File: config.mk
export PLATFORM = sky130hd
export DESIGN_NAME = tmic_regs
export DESIGN_NICKNAME = d
export VERILOG_FILES = /design/src/rtl/tmic_pkg.sv /design/src/rtl/tmic_regs.sv /design/src/rtl/tmic_activity_detect.sv
export VERILOG_INCLUDE_DIRS = /design/src /design/src/rtl
export SDC_FILE = /design/constraint.sdc
export NUM_CORES = 1
export LEC_CHECK = 0
export ABC_AREA = 1
export BUFFER_PORTS_ARGS = -buffer_cell sky130_fd_sc_hd__buf_2
export CAP_MARGIN = 40
export CORE_MARGIN = 5
export CORE_UTILIZATION = 45
export CTS_BUF_LIST = sky130_fd_sc_hd__clkbuf_8 sky130_fd_sc_hd__clkbuf_16
export CTS_CLUSTER_DIAMETER = 100
export CTS_CLUSTER_SIZE = 20
export DETAILED_ROUTE_END_ITERATION = 10
export PLACE_DENSITY = 0.61
export SLEW_MARGIN = 0
export SYNTH_ARGS = -nofsm -noshare
export SYNTH_HDL_FRONTEND = slang
export SYNTH_SLANG_ARGS = --single-unit
export TNS_END_PERCENT = 30
File: constraint.sdc
create_clock -name i_clk -period 2.19 [get_ports i_clk]
set_input_delay 0.438 -clock i_clk [delete_from_list [all_inputs] [get_ports i_clk]]
set_output_delay 0.438 -clock i_clk [all_outputs]
set_load 0.01 [all_outputs]
File: src/rtl/tmic_consts.svh
`ifndef TMIC_CONSTS_SVH
`define TMIC_CONSTS_SVH

// Register offsets on the serial management bus
`define TMIC_OFS_ACTIVITY   8'h01
`define TMIC_OFS_POWER      8'h02
`define TMIC_OFS_INPUT      8'h03
`define TMIC_OFS_TERM       8'h04

// Field positions
`define TMIC_ACT_STATUS_BIT 2
`define TMIC_PWR_DOWN_BIT   5
`define TMIC_IN_CLK_TRI     2
`define TMIC_IN_DATA_TRI    3
`define TMIC_IN_ACT_MODE    4
`define TMIC_IN_HYST_EN     5
`define TMIC_IN_HYST_MAG    6
`define TMIC_IN_RECAL       7
`define TMIC_TERM_DATA_100  2
`define TMIC_TERM_CLK_100   6

// Reset values and masks
`define TMIC_INPUT_RESET    8'h12
`define TMIC_TERM_RESET     8'h00
`define TMIC_TERM_MASK      8'h44
`define TMIC_ZERO_BYTE      8'h00

// Serial bus framing
`define TMIC_BITS_PER_BYTE  4'h8
`define TMIC_FIRST_BIT      4'h1
`define TMIC_DEV_ADDR       7'h2A

// Timing
`define TMIC_CLK_MHZ        20
`define TMIC_CAL_TIME_US    1000
`define TMIC_ACT_WINDOW     8'h40

`endif

File: src/rtl/tmic_pkg.sv
package tmic_pkg;

  typedef enum logic [2:0] {
    TMIC_IDLE,
    TMIC_RX,
    TMIC_ACK,
    TMIC_TX,
    TMIC_MACK
  } tmic_bus_state_t;

  typedef enum logic [1:0] {
    TMIC_PH_ADDR,
    TMIC_PH_PTR,
    TMIC_PH_DATA
  } tmic_phase_t;

  typedef struct packed {
    logic scl1;
    logic scl2;
    logic scl_d;
    logic sda1;
    logic sda2;
    logic sda_d;
    logic pd1;
    logic pd2;
  } tmic_pin_sync_t;

  typedef struct packed {
    logic clk_term_en;
    logic data_term_en;
    logic clk_term_100;
    logic data_term_100;
    logic hyst_en;
    logic hyst_20mv;
    logic act_mode_cm;
    logic low_power_state;
    logic outputs_off;
    logic term_cal;
  } tmic_analog_ctl_t;

  typedef struct packed {
    tmic_bus_state_t  state;
    tmic_phase_t      phase;
    logic             rw;
    logic [7:0]       shreg;
    logic [3:0]       bitcnt;
    logic [7:0]       ptr;
    logic             sda_oe;
    logic             sda_o;
    logic             pd_bit;
    logic [7:0]       in_ctrl;
    logic [7:0]       term_sel;
    tmic_pin_sync_t   pins;
    logic [15:0]      cal_cnt;
    logic             cal_busy;
    tmic_analog_ctl_t ana;
  } tmic_regs_state_t;

  typedef struct packed {
    logic       tg1;
    logic       tg2;
    logic       tg3;
    logic       cm1;
    logic       cm2;
    logic [7:0] idle_cnt;
    logic       active;
  } tmic_act_state_t;

endpackage

File: src/rtl/tmic_regs.sv
`timescale 1ns/1ps
`include "tmic_consts.svh"

// What this block does
// - Power-down bit 5 set disables all outputs and unterminates all inputs.
// - Low-power request is power-down bit OR power-down pin.
// - Serial management bus keeps working in low-power state.
// - Input-control bit 2 tri-states clock inputs, removing termination.
// - Input-control bit 3 tri-states data inputs, removing termination.
// - Bit 4 picks toggle detection or common-mode level detection.
// - Bit 5 enables hysteresis on clock inputs only.
// - Bit 6 picks 10mV or 20mV clock hysteresis.
// - Termination calibrates by itself after power-on.
// - Termination bit 2 selects 50 or 100 ohm data termination.
// - Termination bit 6 selects 50 or 100 ohm clock termination.
// - Activity status bit 2 reads 1 when a clock is detected.
module tmic_regs #(
  parameter logic [6:0]  DEV_ADDR   = `TMIC_DEV_ADDR,
  parameter logic [15:0] CAL_CYCLES =
    16'(`TMIC_CAL_TIME_US * `TMIC_CLK_MHZ),
  parameter logic [7:0]  ACT_WINDOW = `TMIC_ACT_WINDOW
) (
  input  wire logic i_clk,            // 20 MHz system clock
  input  wire logic i_reset_n,        // Async reset, active low
  input  wire logic i_scl,            // Serial bus clock pin
  input  wire logic i_sda,            // Serial bus data pin, in
  output logic      o_sda_o,          // Serial bus data, out level
  output logic      o_sda_oe,         // Serial bus data, pull low
  input  wire logic i_pd_pin,         // External power-down pin
  input  wire logic i_clk_toggle,     // Clock pair toggle comparator
  input  wire logic i_clk_cm_high,    // Clock pair common-mode high
  output logic      o_low_power_state,// Chip in lowest power
  output logic      o_outputs_off,    // All TMDS outputs off
  output logic      o_clk_term_en,    // Clock pair terminated
  output logic      o_data_term_en,   // Data pairs terminated
  output logic      o_clk_term_100,   // Clock termination 100 ohm
  output logic      o_data_term_100,  // Data termination 100 ohm
  output logic      o_hyst_en,        // Clock input hysteresis on
  output logic      o_hyst_20mv,      // Hysteresis 20mV, else 10mV
  output logic      o_act_mode_cm,    // Common-mode activity method
  output logic      o_term_cal        // Termination calibration run
);
  import tmic_pkg::*;

  tmic_regs_state_t s_reg;
  tmic_regs_state_t s_next;
  logic             act_enable;
  logic             clk_active;

  function automatic logic [7:0] read_byte(
    input logic [7:0]       ofs,
    input tmic_regs_state_t s,
    input logic             active
  );
    logic [7:0] v;
    v = `TMIC_ZERO_BYTE;
    case (ofs)
      `TMIC_OFS_ACTIVITY: v[`TMIC_ACT_STATUS_BIT] = active;
      `TMIC_OFS_POWER:    v[`TMIC_PWR_DOWN_BIT]   = s.pd_bit;
      `TMIC_OFS_INPUT:    v = s.in_ctrl;
      `TMIC_OFS_TERM:     v = s.term_sel;
      default:            v = `TMIC_ZERO_BYTE;
    endcase
    return v;
  endfunction

  // Load a read byte; its first bit goes out with the load
  function automatic tmic_regs_state_t load_tx(
    input tmic_regs_state_t s,
    input tmic_regs_state_t n,
    input logic [7:0]       rd
  );
    tmic_regs_state_t r;
    r        = n;
    r.state  = TMIC_TX;
    r.sda_oe = !rd[7];
    r.shreg  = {rd[6:0], 1'b1};
    r.bitcnt = `TMIC_FIRST_BIT;
    r.ptr    = s.ptr + 8'h01;
    return r;
  endfunction

  // Analog steering from register contents
  function automatic tmic_analog_ctl_t analog_ctl(
    input logic [7:0] in_ctrl,
    input logic [7:0] term_sel,
    input logic       pd,
    input logic       cal
  );
    tmic_analog_ctl_t a;
    a                 = '0;
    a.low_power_state = pd;
    a.outputs_off     = pd;
    // Low power unterminates both pairs
    a.clk_term_en     = !pd && !in_ctrl[`TMIC_IN_CLK_TRI];
    a.data_term_en    = !pd && !in_ctrl[`TMIC_IN_DATA_TRI];
    // 100 ohm only while the pair is terminated
    a.clk_term_100    = a.clk_term_en &&
                        term_sel[`TMIC_TERM_CLK_100];
    a.data_term_100   = a.data_term_en &&
                        term_sel[`TMIC_TERM_DATA_100];
    a.hyst_en         = in_ctrl[`TMIC_IN_HYST_EN];
    a.hyst_20mv       = in_ctrl[`TMIC_IN_HYST_MAG];
    a.act_mode_cm     = in_ctrl[`TMIC_IN_ACT_MODE];
    a.term_cal        = cal || in_ctrl[`TMIC_IN_RECAL];
    return a;
  endfunction

  assign act_enable = !s_reg.ana.low_power_state &&
                      !s_reg.in_ctrl[`TMIC_IN_CLK_TRI];

  tmic_activity_detect #(
    .ACT_WINDOW (ACT_WINDOW)
  ) u_act (
    .i_clk        (i_clk),
    .i_reset_n    (i_reset_n),
    .i_toggle_pin (i_clk_toggle),
    .i_cm_high_pin(i_clk_cm_high),
    .i_mode_cm    (s_reg.in_ctrl[`TMIC_IN_ACT_MODE]),
    .i_enable     (act_enable),
    .o_active     (clk_active)
  );

  always_comb begin
    logic       scl_rise;
    logic       scl_fall;
    logic       start_c;
    logic       stop_c;
    logic       pd;
    logic [7:0] rd;
    scl_rise = 1'b0;
    scl_fall = 1'b0;
    start_c  = 1'b0;
    stop_c   = 1'b0;
    pd       = 1'b0;
    rd       = `TMIC_ZERO_BYTE;
    s_next   = s_reg;

    // Pin synchronisers; second stages and the delayed scl_d/sda_d copies feed logic
    s_next.pins.scl1  = i_scl;
    s_next.pins.scl2  = s_reg.pins.scl1;
    s_next.pins.scl_d = s_reg.pins.scl2;
    s_next.pins.sda1  = i_sda;
    s_next.pins.sda2  = s_reg.pins.sda1;
    s_next.pins.sda_d = s_reg.pins.sda2;
    s_next.pins.pd1   = i_pd_pin;
    s_next.pins.pd2   = s_reg.pins.pd1;

    scl_rise = s_reg.pins.scl2 && !s_reg.pins.scl_d;
    scl_fall = !s_reg.pins.scl2 && s_reg.pins.scl_d;
    start_c  = s_reg.pins.scl2 && s_reg.pins.scl_d &&
               s_reg.pins.sda_d && !s_reg.pins.sda2;
    stop_c   = s_reg.pins.scl2 && s_reg.pins.scl_d &&
               !s_reg.pins.sda_d && s_reg.pins.sda2;
    rd       = read_byte(s_reg.ptr, s_reg, clk_active);

    // Bus engine runs regardless of power state
    if (start_c) begin
      s_next.state  = TMIC_RX;
      s_next.phase  = TMIC_PH_ADDR;
      s_next.bitcnt = '0;
      s_next.sda_oe = 1'b0;
    end else if (stop_c) begin
      s_next.state  = TMIC_IDLE;
      s_next.sda_oe = 1'b0;
    end else begin
      case (s_reg.state)
        TMIC_IDLE: begin
          s_next.sda_oe = 1'b0;
        end
        TMIC_RX: begin
          if (scl_rise) begin
            s_next.shreg  = {s_reg.shreg[6:0], s_reg.pins.sda2};
            s_next.bitcnt = s_reg.bitcnt + 4'h1;
          end else if (scl_fall &&
                       s_reg.bitcnt == `TMIC_BITS_PER_BYTE) begin
            s_next.bitcnt = '0;
            s_next.state  = TMIC_ACK;
            s_next.sda_oe = 1'b1;
            case (s_reg.phase)
              TMIC_PH_ADDR: begin
                if (s_reg.shreg[7:1] == DEV_ADDR) begin
                  s_next.rw    = s_reg.shreg[0];
                  s_next.phase = TMIC_PH_PTR;
                end else begin
                  s_next.state  = TMIC_IDLE;
                  s_next.sda_oe = 1'b0;
                end
              end
              TMIC_PH_PTR: begin
                s_next.ptr   = s_reg.shreg;
                s_next.phase = TMIC_PH_DATA;
              end
              TMIC_PH_DATA: begin
                case (s_reg.ptr)
                  `TMIC_OFS_POWER:
                    s_next.pd_bit = s_reg.shreg[`TMIC_PWR_DOWN_BIT];
                  `TMIC_OFS_INPUT:
                    s_next.in_ctrl = s_reg.shreg;
                  `TMIC_OFS_TERM:
                    s_next.term_sel = s_reg.shreg & `TMIC_TERM_MASK;
                  default: begin
                  end
                endcase
                s_next.ptr = s_reg.ptr + 8'h01;
              end
              default: begin
                s_next.state  = TMIC_IDLE;
                s_next.sda_oe = 1'b0;
              end
            endcase
          end
        end
        // Ack pull stands until the next bus clock fall
        TMIC_ACK: begin
          if (scl_fall) begin
            if (s_reg.rw) begin
              s_next = load_tx(s_reg, s_next, rd);
            end else begin
              s_next.state  = TMIC_RX;
              s_next.sda_oe = 1'b0;
              s_next.bitcnt = '0;
            end
          end
        end
        TMIC_TX: begin
          if (scl_fall) begin
            if (s_reg.bitcnt == `TMIC_BITS_PER_BYTE) begin
              s_next.state  = TMIC_MACK;
              s_next.sda_oe = 1'b0;
              s_next.bitcnt = '0;
            end else begin
              s_next.sda_oe = !s_reg.shreg[7];
              s_next.shreg  = {s_reg.shreg[6:0], 1'b1};
              s_next.bitcnt = s_reg.bitcnt + 4'h1;
            end
          end
        end
        TMIC_MACK: begin
          if (scl_rise && s_reg.pins.sda2) begin
            s_next.state = TMIC_IDLE;
          end else if (scl_fall) begin
            s_next = load_tx(s_reg, s_next, rd);
          end
        end
        default: begin
          s_next.state  = TMIC_IDLE;
          s_next.sda_oe = 1'b0;
        end
      endcase
    end
    s_next.sda_o = 1'b0;

    // Power-on termination calibration
    if (s_reg.cal_busy) begin
      s_next.cal_cnt = s_reg.cal_cnt + 16'h0001;
      if (s_reg.cal_cnt == CAL_CYCLES - 16'h0001) begin
        s_next.cal_busy = 1'b0;
      end
    end

    // Analog controls follow the next register values
    pd = s_next.pd_bit || s_reg.pins.pd2;
    s_next.ana = analog_ctl(s_next.in_ctrl, s_next.term_sel, pd,
                            s_next.cal_busy);
  end

  always_ff @(posedge i_clk or negedge i_reset_n) begin
    if (!i_reset_n) begin
      s_reg          <= '0;
      s_reg.state    <= TMIC_IDLE;
      s_reg.phase    <= TMIC_PH_ADDR;
      s_reg.in_ctrl  <= `TMIC_INPUT_RESET;
      s_reg.term_sel <= `TMIC_TERM_RESET;
      s_reg.cal_busy <= 1'b1;
    end else begin
      s_reg <= s_next;
    end
  end

  // Outputs taken straight from the state register
  assign o_sda_o           = s_reg.sda_o;
  assign o_sda_oe          = s_reg.sda_oe;
  assign o_low_power_state = s_reg.ana.low_power_state;
  assign o_outputs_off     = s_reg.ana.outputs_off;
  assign o_clk_term_en     = s_reg.ana.clk_term_en;
  assign o_data_term_en    = s_reg.ana.data_term_en;
  assign o_clk_term_100    = s_reg.ana.clk_term_100;
  assign o_data_term_100   = s_reg.ana.data_term_100;
  assign o_hyst_en         = s_reg.ana.hyst_en;
  assign o_hyst_20mv       = s_reg.ana.hyst_20mv;
  assign o_act_mode_cm     = s_reg.ana.act_mode_cm;
  assign o_term_cal        = s_reg.ana.term_cal;

endmodule

File: src/rtl/tmic_activity_detect.sv
`timescale 1ns/1ps
`include "tmic_consts.svh"

module tmic_activity_detect #(
  parameter logic [7:0] ACT_WINDOW = `TMIC_ACT_WINDOW
) (
  input  wire logic i_clk,          // System clock
  input  wire logic i_reset_n,      // Async reset, active low
  input  wire logic i_toggle_pin,   // Clock pair comparator output
  input  wire logic i_cm_high_pin,  // Common-mode above threshold
  input  wire logic i_mode_cm,      // 1: common-mode method
  input  wire logic i_enable,       // Clock pair powered and terminated
  output logic      o_active        // Clock seen on the pair
);
  import tmic_pkg::*;

  tmic_act_state_t s_reg;
  tmic_act_state_t s_next;

  always_comb begin
    s_next     = s_reg;
    s_next.tg1 = i_toggle_pin;
    s_next.tg2 = s_reg.tg1;
    s_next.tg3 = s_reg.tg2;
    s_next.cm1 = i_cm_high_pin;
    s_next.cm2 = s_reg.cm1;
    // Edge restarts the quiet-time window
    if (s_reg.tg2 != s_reg.tg3) begin
      s_next.idle_cnt = '0;
    end else if (s_reg.idle_cnt != ACT_WINDOW) begin
      s_next.idle_cnt = s_reg.idle_cnt + 8'h01;
    end
    if (!i_enable) begin
      s_next.active = 1'b0;
    end else if (i_mode_cm) begin
      s_next.active = s_reg.cm2;
    end else begin
      s_next.active = (s_reg.idle_cnt != ACT_WINDOW);
    end
  end

  always_ff @(posedge i_clk or negedge i_reset_n) begin
    if (!i_reset_n) begin
      s_reg <= '0;
    end else begin
      s_reg <= s_next;
    end
  end

  assign o_active = s_reg.active;

endmodule

# [Yosys cells after proc, flatten, opt, wreduce, memory -nomap -nowiden]
# Index checks and enable logic that the tools add are counted.
[op_classes] add_sub_neg=4 n_mul=0 n_div=0 n_lt_le_gt_ge=0 n_eq_ne=46 shifts=0 n_mux=62 bitwise_logic=5 reduce_logical=47
[op_table] op="2-to-1 mux 80 bit" count=2
[op_table] op="2-to-1 mux 52 bit" count=2
[op_table] op="2-to-1 mux 77 bit" count=1
[op_table] op="case mux 35 bit (2 select lines)" count=1
[op_table] op="2-to-1 mux 17 bit" count=4
[op_table] op="2-to-1 mux 8 bit" count=7
[op_table] op="case mux 17 bit (3 select lines)" count=1
[op_table] op="case mux 12 bit (4 select lines)" count=1
[op_table] op="inequality test 4 bit, second input constant" count=8
[op_table] op="AND reduction 9 bit" count=3
[op_table] op="inequality test 2 bit, second input constant" count=13
[op_table] op="case mux 8 bit (3 select lines)" count=1
[op_table] op="2-to-1 mux 23 bit" count=1
[op_table] op="AND reduction 10 bit" count=2
[op_table] op="2-to-1 mux 9 bit" count=2
[op_table] op="inequality test 3 bit, second input constant" count=6
[op_table] op="adder 16 x 1 -> 16 bit, second input constant" count=1
[op_table] op="adder 8 x 1 -> 8 bit, second input constant" count=2
[op_table] op="equality test 16 x 15 -> 1 bit, second input constant" count=1
[op_table] op="equality test 8 x 2 -> 1 bit, second input constant" count=2
[op_table] op="case mux 2 bit (2 select lines)" count=4
[op_table] op="case mux 8 bit (2 select lines)" count=1
[op_table] op="2-to-1 mux 3 bit" count=5
[op_table] op="case mux 3 bit (5 select lines)" count=1
[op_table] op="other kinds (41)" count=92
[totals] regBits=92 latch_bits=0 mem_bits_rw=0 rom_bits=0 input_bits=7 output_inout_bits=12 n_memories=0

# [Depth between registers and ports, before layout]
[logic_depth] word_depth=12 mapped_depth=12

# [Modules after synthesis]
# A second synthesis with hierarchy kept.
[hier_totals] cells_unflattened=589 hier_area_um2=4546.9
[modules_own_cells] mod="tmic_regs" n_inst=1 cells_each=515 area_per_inst_um2=3911.3 seq_area_each_um2=1755.4
[modules_own_cells] mod="tmic_activity_detect" n_inst=1 cells_each=74 area_per_inst_um2=635.6 seq_area_each_um2=350.3

# [Least setup slack after synthesis]
# Ideal clock, no wire load.
[synth_timing] path_kind="reg-to-reg" from="register s_reg[10] in the netlist's numbering" to="register s_reg[26] in the netlist's numbering" setup_ns=0.123 arrival_time_ns=1.498 required_time_ns=2.067 slack_ns=0.570 path_stages_with_launch=8 cell_sequence="dfstp_2 -> buf_2 -> nand2_1 -> nor2_1 -> nand3_1 -> nor3_1 -> nand3_1 -> xnor2_1"
[synth_between] elab_chain_cells=1
[synth_rtl] item="start: declaration" line_no="tmic_regs.sv:45" text="tmic_regs_state_t s_reg;"
[synth_rtl] item="start signal: assignment" line_no="tmic_regs.sv:277" text="s_reg <= s_next;"
[synth_rtl] item="2-to-1 mux 17 bit" line_no="tmic_regs.sv:255" text="if (s_reg.cal_busy) begin"
# Several ways; a longest one is shown, not always the timed one.
# A chain may end at the register's enable or synchronous reset.

==> results.yml <==
hold_path:
  hold_path_class: "in2reg"
  worstHoldStart: "i_pd_pin"
floorplan:
  die-area_mm2: 0.0119
  pin_count: 19
  initial_core_util: 0.458
  row_count: 36
  die_h_um: 109
  die_x_um: 109
  core_mm2: 0.00968
pwr:
  peakVddDrop_mv: 0.297
  p_sw_frac: 0.351
  p_int_mw: 2.37
  pwr-share-clk: 0.309
  p_per_area_mw_per_mm2: 748
  p_seq_frac: 0.504
  p_leak_nw: 2.55
  p_comb_frac: 0.188
  power_mw: 3.66
  power.switching_mw: 1.28
sta:
  finalClockSkew_ns: 0.0142
  holdWs_ns: 0.178
  tns_ns: 0
  clock.fmax_ghz: 0.515
  setup_viol_count_final: 0
  fin_crit_sh: 0.887
  slew_violations: 0
  rsz0062_at_grt: "no"
  min_period_ns: 1.94
  hold_violations: 0
clock_network:
  clockBufferDepth: 2
  insertion_delay_ns: 0.37
  postCtsResizedCells: 0
  h-tree-depth: 3
  cts.hold.buffers_added: 1
  clkTransAtPathRegs_ns: 0.10
  clock-root-buffer: "clkbuf_8"
  cts_sinks: 84
  post_cts_buffers: 0
  cts_tree: "yes"
  cts_made_buffers: 9
critical_path:
  crit_start: "s_reg[62]"
  worstPathRequired_ns: 2.44
  cpPeakStageDelay_ns: 0.41
  path_buf_inv: 2
  slowest_stage: "dfrtp_1"
  path_depth: 9
  r2r_end: "o_data_term_100"
  end_kind: "flop"
  ff2ff_path_depth: 9
  endpoint: "o_data_term_100"
  start_kind: "flop"
  reg2reg_from: "s_reg[62]"
  cp_top_family: "simple AND/OR/NAND/NOR gates"
  worstPathMaxFanout: 7
  critical_path_arrival_ns: 2.20
  crit_type: "reg2reg"
  reg2reg_slack_ns: 0.25
  crit_chain: "inv_1 -> ha_1 -> nand3_1 -> nor2_1 -> nand2_1 -> inv_2 -> nand3_1 -> o21ai_0 -> nor2_1"
drt:
  post_drt_wl_per_cell_um: 13.1
  first_iter_violations: 294
  drc_errors: 0
  postRouteAntennaNets: 0
  routed_wl_um: 9510
  avgViaCountPerCell: 4.95
  dr.pass1.iters: 4
  via_count: 3588
placement:
  hpwlAfterDp_um: 7070
  place_congestion: 0.915
  io_buffers: 17
yosys:
  yosysWarnings: 0
  syn_area_mm2: 0.00443
  synthCells: 562
  ys_ff_latch: 84
  yosysSeqAreaShare: 0.475
  syn_avg_cell_area_um2: 7.89
  ys_types: 36
  syn-num-nets: 582
final_layout:
  diodes: 0
  drive_gt1_frac: 0.105
  largest_register_ffs: 62
  fin_util: 0.505
  final_common_cell: "nand2_1"
  final_nets: 607
  area_growth_syn_to_layout_pct: 10.2
  final_cell_mix: "nand2_1, inv_1, dfrtp_1"
run_status:
  status: "complete, no violations"
grt:
  grt_pass1_wl_um: 16200
  grt.total_usage: 0.174
  grt_max_degree: 60
  grt-ovfl-total: 0
  antenna_found_initial: 0
  first_global_vias: 3395
flow_run:
  max_cap_violations: 0
[power by group through the flow]
stage / registers [mW] / clock network (mW) / logic [mW]
after global routing: 1.86 / 1.23 / 0.789
after floorplan: 1.81 / 0 / 0.530
after global placement: 1.87 / 0 / 0.669
final: 1.84 / 1.13 / 0.686
after CTS: 1.84 / 1.16 / 0.689
after detailed placement: 1.87 / 0 / 0.684
[worst reg2reg max path, stage by stage, from the launching register on]
cell,delay (ns)
dfrtp_1,0.41
inv_1,0.10
ha_1,0.17
nand3_1,0.14
nor2_1,0.22
nand2_1,0.17
inv_2,0.15
nand3_1,0.15
o21ai_0,0.26
nor2_1,0.08
[stage by stage]
| step | area, um2 | instances | setup WS (ns) |
|---|---|---|---|
| after floorplan | 4430 | 562 | 0.570 |
| after global placement | 4680 | 708 | 0.376 |
| after detailed placement | 4680 | 708 | 0.274 |
| after CTS | 4890 | 725 | 0.251 |
| after global routing | 4890 | 725 | 0.0137 |
| final | 4890 | 725 | 0.247 |
[worst min path at each step]
| stage | depth (start not counted) | end | slack, ns |
|---|---|---|---|
| 2_1_floorplan | 0 | o_act_mode_cm | 0.14 |
| 3_3_place_gp | 0 | u_act.s_next[11] | 0.33 |
| 3_5_place_dp | 0 | s_reg[27] | 0.33 |
| 4_1_cts | 1 | s_reg[28] | 0.16 |
| 5_1_grt | 1 | s_reg[28] | 0.16 |
| 6_report | 1 | s_reg[28] | 0.18 |
[layout make-up]
class | count | area, um2
Multi-Input combinational cell | 382 | 1950
Clock buffer | 9 | 124
Inverter | 89 | 334
Fill cell | 946 | 4800
Timing Repair Buffer | 21 | 133
Sequential cell | 84 | 2110
Clock inverter | 7 | 76.3
Tap cell | 133 | 166
[Yosys cell counts]
library cell / n / area share
buf_4: 3 / 0.0051
nor2_1: 51 / 0.043
nand3_1: 58 / 0.065
nor2_2: 4 / 0.0056
o21ai_0: 37 / 0.042
o211ai_1: 1 / 0.0017
o21bai_1: 1 / 0.0017
dfstp_2: 3 / 0.018
nor3_1: 13 / 0.015
o21a_1: 1 / 0.0017
xnor2_1: 7 / 0.014
nand2_1: 133 / 0.11
nand3b_1: 1 / 0.0017
o21ai_2: 4 / 0.0079
nand4_1: 13 / 0.018
mux2_2: 1 / 0.0025
xor2_1: 12 / 0.024
a21oi_1: 10 / 0.011
nor4_1: 2 / 0.0028
buf_6: 1 / 0.0025
inv_2: 6 / 0.0051
nand3_2: 1 / 0.0023
conb_1: 1 / 0.00085
buf_2: 2 / 0.0023
o22ai_1: 2 / 0.0028
dfrtp_1: 81 / 0.46
nand2_2: 4 / 0.0056
clkbuf_1: 1 / 0.00085
o21ai_1: 4 / 0.0045
a31oi_1: 1 / 0.0014
inv_1: 83 / 0.070
o31ai_1: 1 / 0.0017
nor2_4: 2 / 0.0051
nand2_4: 1 / 0.0025
ha_1: 13 / 0.037
a211oi_1: 3 / 0.0051
[layer usage]
metal | vias to the layer above | wire [um] | GRT usage
met1 | 1671 | 4620 | 0.239
met3 | 7 | 356 | 0.0337
met4 | 0 | 108 | 0.0508
li1 | 1847 | - | -
met2 | 63 | 4420 | 0.281
met5 | - | 0 | 0
[cells by family (layout without fill, tap and decap cells)]
group,count (synthesis),in the layout,synth area share
AOI/OAI and AO/OA,65,65,0.0815
other,1,1,0.000846
xor gates and xnor gates,19,19,0.0375
muxes,1,1,0.00254
DFF,84,84,0.475
buffers and inverters,96,126,0.0861
adders and majority gates,13,13,0.0367
and+or+nand+nor,283,283,0.280
Power figures use the tool's default switching activity.
